`src/rtl/rft_cfg.svh`:
```
// Constants for the frequency trim block: offsets, field positions, reset values, timing.
`ifndef RFT_CFG_SVH
`define RFT_CFG_SVH

// ***************************************************************
// Register map
// ***************************************************************
`define RFT_ADDR_COARSE 8'h10
`define RFT_ADDR_FINE 8'h12
`define RFT_READ_UNMAPPED 8'h00

// ***************************************************************
// Field layout and reset values
// ***************************************************************
`define RFT_COARSE_W 5
`define RFT_COARSE_SIGN 4
`define RFT_COARSE_PAD 3'h0
`define RFT_FINE_W 8
`define RFT_FINE_SIGN 7
`define RFT_COARSE_RST 5'h00
`define RFT_FINE_RST 8'h00

// ***************************************************************
// Timing
// ***************************************************************
`define RFT_CLK_HZ 25000000
`define RFT_SEC_TIME_S 1
`define RFT_FINE_SECS 8
`define RFT_FINE_LAST 3'h7
`define RFT_CNT_W 26

`endif

```
`src/rtl/rft_pkg.sv`:
```
// Types shared by the frequency trim block.
package rft_pkg;

  `include "rft_cfg.svh"

  // Register access strobe bundle from the serial interface logic
  typedef struct packed {
    logic wrEn;
    logic rdEn;
    logic [7:0] addr;
    logic [7:0] wrData;
  } rft_regbus_t;

  // Daily correction sequencer modes
  typedef enum logic [3:0] {
    RFT_IDLE = 4'b0001,
    RFT_DROP = 4'b0010,
    RFT_GAP = 4'b0100,
    RFT_INSERT = 4'b1000
  } rft_mode_t;

  // Whole state of the top module
  typedef struct packed {
    rft_mode_t mode;
    logic [`RFT_COARSE_W-1:0] coarse;
    logic [`RFT_FINE_W-1:0] fine;
    logic [7:0] rdData;
    logic [3:0] pend;
    logic dayTwo;
    logic doneToday;
    logic incPulse;
  } rft_top_state_t;

  // Whole state of the fine timebase
  typedef struct packed {
    logic [`RFT_CNT_W-1:0] cnt;
    logic [2:0] acc;
    logic [2:0] idx;
    logic [`RFT_FINE_W-1:0] code;
    logic tick;
  } rft_fine_state_t;

endpackage

```
`src/rtl/rft_fine_trim.sv`:
```
// Sigma-delta trimmed one-second timebase over an eight-second interval.
`timescale 1ns/100ps
`default_nettype none

`include "rft_cfg.svh"

module rft_fine_trim #(
  parameter int SEC_CYCLES = 25000000
) (
  // Clock and reset
  input wire logic clk,
  input wire logic sys_rst,
  // Trim code from the register file
  input wire logic [7:0] fineCode,
  // Trimmed one-second pulse
  output logic secTick
);
  import rft_pkg::*;

  localparam logic [`RFT_CNT_W-1:0] BASE = `RFT_CNT_W'(SEC_CYCLES);

  rft_fine_state_t st_r;
  rft_fine_state_t st_nxt;

  logic [`RFT_FINE_W-1:0] useCode;
  logic [2:0] useAcc;
  logic useNeg;
  logic [7:0] mag;
  logic [8:0] sum;
  logic [`RFT_CNT_W-1:0] adj;
  logic [`RFT_CNT_W-1:0] period;

  // Next second's length from the sigma-delta accumulator
  always_comb begin
    useCode = (st_r.idx == `RFT_FINE_LAST) ? fineCode : st_r.code;
    useAcc = (st_r.idx == `RFT_FINE_LAST) ? 3'h0 : st_r.acc;
    useNeg = useCode[`RFT_FINE_SIGN];
    mag = useNeg ? 8'(-useCode) : useCode;
    sum = {1'b0, mag} + {6'h00, useAcc};
    adj = `RFT_CNT_W'(sum[8:3]);
    // Positive code shortens the second, negative lengthens it
    period = useNeg ? (BASE + adj) : (BASE - adj);
  end

  // Down counter; a whole code is held for each eight-second interval
  always_comb begin
    st_nxt = st_r;
    st_nxt.tick = 1'b0;
    if (st_r.cnt == '0) begin
      st_nxt.tick = 1'b1;
      st_nxt.cnt = period - `RFT_CNT_W'(1);
      st_nxt.acc = sum[2:0];
      st_nxt.idx = st_r.idx + 3'h1;
      st_nxt.code = useCode;
    end else begin
      st_nxt.cnt = st_r.cnt - `RFT_CNT_W'(1);
    end
  end

  // State register
  always_ff @(posedge clk or posedge sys_rst) begin
    if (sys_rst) begin
      st_r <= '{cnt: BASE - `RFT_CNT_W'(1), acc: 3'h0, idx: `RFT_FINE_LAST,
                code: `RFT_FINE_RST, tick: 1'b0};
    end else begin
      st_r <= st_nxt;
    end
  end

  assign secTick = st_r.tick;

endmodule

`default_nettype wire

```
`src/rtl/rft_top.sv`:
```
// Frequency trim block: trim registers, fine timebase and daily coarse correction.
//
// Summary of operation
// - The coarse code is bits 4..0 of the coarse register, signed, bit 4 the sign.
// - Writes to bits 7..5 of the coarse register are dropped and they read as zero.
// - A coarse code of size n corrects floor(n/2) s on day one and ceil(n/2) s on day two.
// - Day one and day two corrections alternate until the coarse register is next written, even with the same code.
// - The daily correction happens only when the time reads 00:00:30.
// - A negative correction discards that many one-second pulses so the time stands still.
// - The fine trim is a sigma-delta correction over a repeating eight-second interval.
// - The fine code is all eight bits of the fine register at 12h, two's complement.
// - The fine code spans -128 to +127 steps, 80h being the largest negative trim.
// - The coarse register sits at 10h with the code in its low five bits.
// - A positive fine code speeds the timebase up, a negative one slows it down.
`timescale 1ns/100ps
`default_nettype none

`include "rft_cfg.svh"

module rft_top #(
  parameter int SEC_CYCLES = `RFT_CLK_HZ * `RFT_SEC_TIME_S
) (
  // Clock and reset
  input wire logic clk,
  input wire logic sys_rst,
  // Register access from the serial interface
  input wire rft_pkg::rft_regbus_t regBus,
  output logic [7:0] regRdData,
  // Time counters
  input wire logic timeAt0030,
  output logic timeIncr,
  // Status
  output logic dayTwo
);
  import rft_pkg::*;

  rft_top_state_t st_r;
  rft_top_state_t st_nxt;

  logic secTick;
  logic [4:0] coarseMag;
  logic [3:0] dayOneSecs;
  logic [3:0] dayTwoSecs;
  logic [3:0] corrSecs;
  logic coarseNeg;

  // ***************************************************************
  // Fine timebase
  // ***************************************************************
  rft_fine_trim #(
    .SEC_CYCLES(SEC_CYCLES)
  ) u_fine (
    .clk(clk),
    .sys_rst(sys_rst),
    .fineCode(st_r.fine),
    .secTick(secTick)
  );

  // ***************************************************************
  // Coarse correction size
  // ***************************************************************
  // Code 10000 gives magnitude 16, which still fits five bits unsigned
  always_comb begin
    coarseNeg = st_r.coarse[`RFT_COARSE_SIGN];
    coarseMag = coarseNeg ? 5'(-st_r.coarse) : st_r.coarse;
    dayOneSecs = coarseMag[4:1];
    dayTwoSecs = 4'(coarseMag - {1'b0, coarseMag[4:1]});
    corrSecs = st_r.dayTwo ? dayTwoSecs : dayOneSecs;
  end

  // ***************************************************************
  // Register file and correction sequencer
  // ***************************************************************
  always_comb begin
    st_nxt = st_r;
    st_nxt.incPulse = 1'b0;

    // Register writes; upper coarse bits are simply not stored
    if (regBus.wrEn) begin
      if (regBus.addr == `RFT_ADDR_COARSE) begin
        st_nxt.coarse = regBus.wrData[`RFT_COARSE_W-1:0];
      end
      if (regBus.addr == `RFT_ADDR_FINE) begin
        st_nxt.fine = regBus.wrData;
      end
    end

    // Register reads are captured one cycle after the strobe
    if (regBus.rdEn) begin
      if (regBus.addr == `RFT_ADDR_COARSE) begin
        st_nxt.rdData = {`RFT_COARSE_PAD, st_r.coarse};
      end else if (regBus.addr == `RFT_ADDR_FINE) begin
        st_nxt.rdData = st_r.fine;
      end else begin
        st_nxt.rdData = `RFT_READ_UNMAPPED;
      end
    end

    unique case (st_r.mode)
      RFT_IDLE: begin
        // Leaving 00:00:30 rearms the once-a-day correction
        if (!timeAt0030) begin
          st_nxt.doneToday = 1'b0;
        end
        if (secTick && timeAt0030 && !st_r.doneToday) begin
          st_nxt.doneToday = 1'b1;
          st_nxt.dayTwo = !st_r.dayTwo;
          if (corrSecs == 4'h0) begin
            st_nxt.incPulse = 1'b1;
          end else if (coarseNeg) begin
            // This pulse is the first one thrown away
            st_nxt.pend = corrSecs - 4'h1;
            st_nxt.mode = (corrSecs == 4'h1) ? RFT_IDLE : RFT_DROP;
          end else begin
            // Normal increment now, extra ones follow with a gap
            st_nxt.incPulse = 1'b1;
            st_nxt.pend = corrSecs;
            st_nxt.mode = RFT_GAP;
          end
        end else begin
          st_nxt.incPulse = secTick;
        end
      end
      RFT_DROP: begin
        // Time counters stand still while pulses are swallowed
        if (secTick) begin
          st_nxt.pend = st_r.pend - 4'h1;
          if (st_r.pend == 4'h1) begin
            st_nxt.mode = RFT_IDLE;
          end
        end
      end
      RFT_GAP: begin
        // One idle cycle lets the counters settle their carries
        st_nxt.mode = RFT_INSERT;
      end
      RFT_INSERT: begin
        st_nxt.incPulse = 1'b1;
        st_nxt.pend = st_r.pend - 4'h1;
        st_nxt.mode = (st_r.pend == 4'h1) ? RFT_IDLE : RFT_GAP;
      end
    endcase

    // A new coarse code restarts the pair at day one
    if (regBus.wrEn && regBus.addr == `RFT_ADDR_COARSE) begin
      st_nxt.dayTwo = 1'b0;
    end
  end

  // State register
  always_ff @(posedge clk or posedge sys_rst) begin
    if (sys_rst) begin
      st_r <= '{mode: RFT_IDLE, coarse: `RFT_COARSE_RST, fine: `RFT_FINE_RST,
                rdData: `RFT_READ_UNMAPPED, pend: 4'h0, dayTwo: 1'b0,
                doneToday: 1'b0, incPulse: 1'b0};
    end else begin
      st_r <= st_nxt;
    end
  end

  // Outputs straight from the state flops
  assign regRdData = st_r.rdData;
  assign timeIncr = st_r.incPulse;
  assign dayTwo = st_r.dayTwo;

endmodule

`default_nettype wire

```
`config.mk`:
```
export PLATFORM = sky130hd
export DESIGN_NAME = rft_top
export DESIGN_NICKNAME = d
export VERILOG_FILES = /design/src/rtl/rft_pkg.sv /design/src/rtl/rft_fine_trim.sv /design/src/rtl/rft_top.sv
export VERILOG_INCLUDE_DIRS = /design/src /design/src/rtl
export SDC_FILE = /design/constraint.sdc
export NUM_CORES = 1
export LEC_CHECK = 0
export ABC_CLOCK_PERIOD_IN_PS = 5700
export BUFFER_PORTS_ARGS = -buffer_cell sky130_fd_sc_hd__buf_2
export CAP_MARGIN = 10
export CORE_ASPECT_RATIO = 1.4
export CORE_MARGIN = 5
export CORE_UTILIZATION = 30
export CTS_BUF_LIST = sky130_fd_sc_hd__clkbuf_16
export DETAILED_ROUTE_END_ITERATION = 16
export GPL_ROUTABILITY_DRIVEN = 0
export HOLD_SLACK_MARGIN = 0.08
export PLACE_DENSITY = 0.51
export SLEW_MARGIN = 20
export SYNTH_ARGS = -nofsm -noshare
export SYNTH_HDL_FRONTEND = slang
export SYNTH_HIERARCHICAL = 1
export SYNTH_SLANG_ARGS = --single-unit
```
`constraint.sdc`:
```
create_clock -name clk -period 5.7 [get_ports clk]
set_input_delay 0.855 -clock clk [delete_from_list [all_inputs] [get_ports clk]]
set_output_delay 0.855 -clock clk [all_outputs]
set_load 0.03 [all_outputs]
```
==> metrics <==
outcome=complete, no violations; initial antenna violation count=0; Final setup viols=0; EDFF count, synth=0; clock buffers created by TritonCTS=9; pre-CTS WS=0.623 ns; HP Class=in -> async; Synth Flop Type=dfrtp_1; CP endpoint kind=flip-flop; slowest cell on the critical path=dfstp_2; Die Area=0.0193 sq mm; Switching Share=27.6%; worst-path fanout max=7; CTS clk-pin slew, worst paths=0.06 ns; Crit Path Class=reg -> reg; CP Buf/Inv Count=1; # Post-CTS Setup Buffers=0; DR iter-0 viols=129; Max clock buf depth=2; logic gate share of total power=17.0%; H-tree depth=3; WP data arrival=5.29 ns; average via count per standard cell=5.08; worst-skew pair later-pin latency=0.34 ns; Pins Over Slew Limit=0; Req. time, crit path=5.96 ns; Die W=119 microns; min cycle time layout=5.04 ns; Area Growth Syn to Fin=10.9%; Seq/Total Area, Yosys=37.3%; share of the synthesized area in the top cell type=26.2%; WL/cell=14.7 microns; DR DRC count=0; Commonest cells post-synth=52 x dfrtp_1, 42 x nand2_1, 41 x nor2_1; final hold vios=0; TritonCTS clock tree=done; clock root buffer=clkbuf_16; GRT Util Overall=11.8%; syn_nets=561; most used cell, CP=ha_1; Seq pwr share=43.3%; share of post-route cells with drive strength above 1=20.8%; setup TNS=0 ns; Slew HR=44.0%; asr flop ratio synth=100%; Rows=55; Synth area leaders=dfrtp_1 26%, dfstp_2 11%, ha_1 4.0%; CP delay by family, top=adder cells; flop and latch count out of synthesis=73; # hold bufs at CTS=0; Mapped Area=0.00497 sq mm; CP Cell Sequence=ha_1, ha_1, mux2i_1, ha_1, nor2_1, a21oi_1, inv_1, fa_1, nor2b_1, nor2_1, nor3_1, xnor2_1, ha_1, nand2_1, o21ai_0, a21oi_1, ha_1, nand2b_1, nor2_1, o2111ai_1, nor4_4, nand2b_1, mux2i_1; Syn Inst Count=523; Tot Pwr=1.37 mW; Non-Filler Instances=742; post-route ant nets=0; Die Span Y=162 microns; diodes inserted=0; # port buffers=30; crit share post-route=88.4%; PwrDens=248 mW/mm^2; slowest cell delay on critical path=0.54 ns; core area=0.0162 sq mm; maximum VDD drop=0.120 mV; num ports=31; # Max-Cap Violations=0; most frequent cell after synthesis=dfrtp_1; Post-Route WL=10900 microns; Internal Dissipation=990 uW; cts repair resizes=0; library cells used by synthesis=86; largest area contributor in the netlist=dfrtp_1; Post-DP HPWL=8370 microns; largest net degree at the start of global routing=42; first drt pass iteration count=4; Nets=576; Worst setup SP type=flip-flop; leakage power=2.29 nW; NetSw=378 uW; Vias=3770; Worst Tran Pin Value=0.841 ns; Initial Utilization=30.6%; global-route wire length before repair=18800 microns; DP Cell Count=726; clock power share=39.7%; GRT overflow=0; clk_skew=0.00768 ns; RSZ-0062 raised after global routing=no; Syn. warnings=6; vias in the first global route=3902; CTS Sinks=73; Max Fclk=198 MHz; PnR worst setup slack=0.662 ns; synthesized area per cell=9.50 sq um
## cell type report
cell class / count / area, sq um
clock buffers: 9 / 225
clock inverters: 7 / 63.8
fillers: 1665 / 10700
inverters: 27 / 101
multi-input cells: 393 / 2840
flip-flops and latches: 73 / 1850
well taps: 199 / 249
repair buffers: 34 / 180
## cells by family after synthesis
group                      share of synthesized area (%)
and+or+nand+nor                                     22.7
buffers and inverters                               5.64
xor gates and xnor gates                            7.03
AOI/OAI and AO/OA                                   13.2
muxes                                               9.62
DFF                                                 37.3
adders and majority gates                           4.43
## power groups by stage
stage	Sequential, mW	Combinational, mW	Clock (mW)
3_3_place_gp	0.599	0.231	0
6_report	0.592	0.232	0.544
3_5_place_dp	0.600	0.235	0
4_1_cts	0.591	0.237	0.565
2_1_floorplan	0.593	0.188	0
5_1_grt	0.598	0.263	0.586
## final timing paths
check,startpoint,endpoint,slack [ns],cells after the start
setup reg to reg,u_fine/st_r[9],u_fine/st_r[39],0.66,23
max in group asynchronous,sys_rst,u_fine/st_r[18],4.64,3
hold / removal,sys_rst,st_r[5],0.42,2
setup / recovery,u_fine/st_r[9],u_fine/st_r[39],0.66,23
min in group clk,u_fine/st_r[11],u_fine/st_r[11],0.46,2
hold reg to reg,u_fine/st_r[11],u_fine/st_r[11],0.46,2
## sequential cells by signal, indices dropped and copies added, names as in the netlist
name / cells
st_r: 21
dayTwo: 1
timeIncr: 1
u_fine/secTick: 1
u_fine/st_r: 40
regRdData: 8
coarseNeg: 1
## metal layers
layer	up-vias	global-route usage, %	share of wire, %
met3	15	2.75	2.6
li1	1896	-	-
met4	0	4.32	1.7
met2	43	21.6	52
met5	-	0	0
met1	1816	13.3	44
## stage by stage
step | utilization (%) | instance area [sq um] | hold WS [ns]
after CTS | 33.9 | 5510 | 0.407
final | 33.9 | 5510 | 0.416
after detailed placement | 32.1 | 5220 | 0.455
after global routing | 33.9 | 5510 | 0.422
after floorplan | - | 4970 | 0.437
after global placement | 32.1 | 5220 | 0.451
## placed cells by master (no fill, tap or decap), types with 8 or more instances in the layout
| cell type | netlist | layout |
|---|---|---|
| mux2i_1 | 17 | 17 |
| nand2_1 | 42 | 42 |
| a21oi_1 | 21 | 21 |
| inv_1 | 26 | 27 |
| xnor2_1 | 21 | 21 |
| xor2_1 | 17 | 17 |
| mux2_1 | 10 | 10 |
| nor2b_1 | 8 | 8 |
| nor3_1 | 15 | 15 |
| buf_2 | 8 | 30 |
| clkbuf_16 | 0 | 9 |
| dfstp_2 | 21 | 21 |
| ha_1 | 16 | 16 |
| dfrtp_1 | 52 | 52 |
| nand2b_1 | 10 | 10 |
| mux2_2 | 16 | 16 |
| nor2_1 | 41 | 41 |
| nand3_1 | 13 | 13 |
| nand4_1 | 8 | 8 |
| o21ai_0 | 19 | 19 |
No activity file was read; power rests on OpenSTA's default activity.
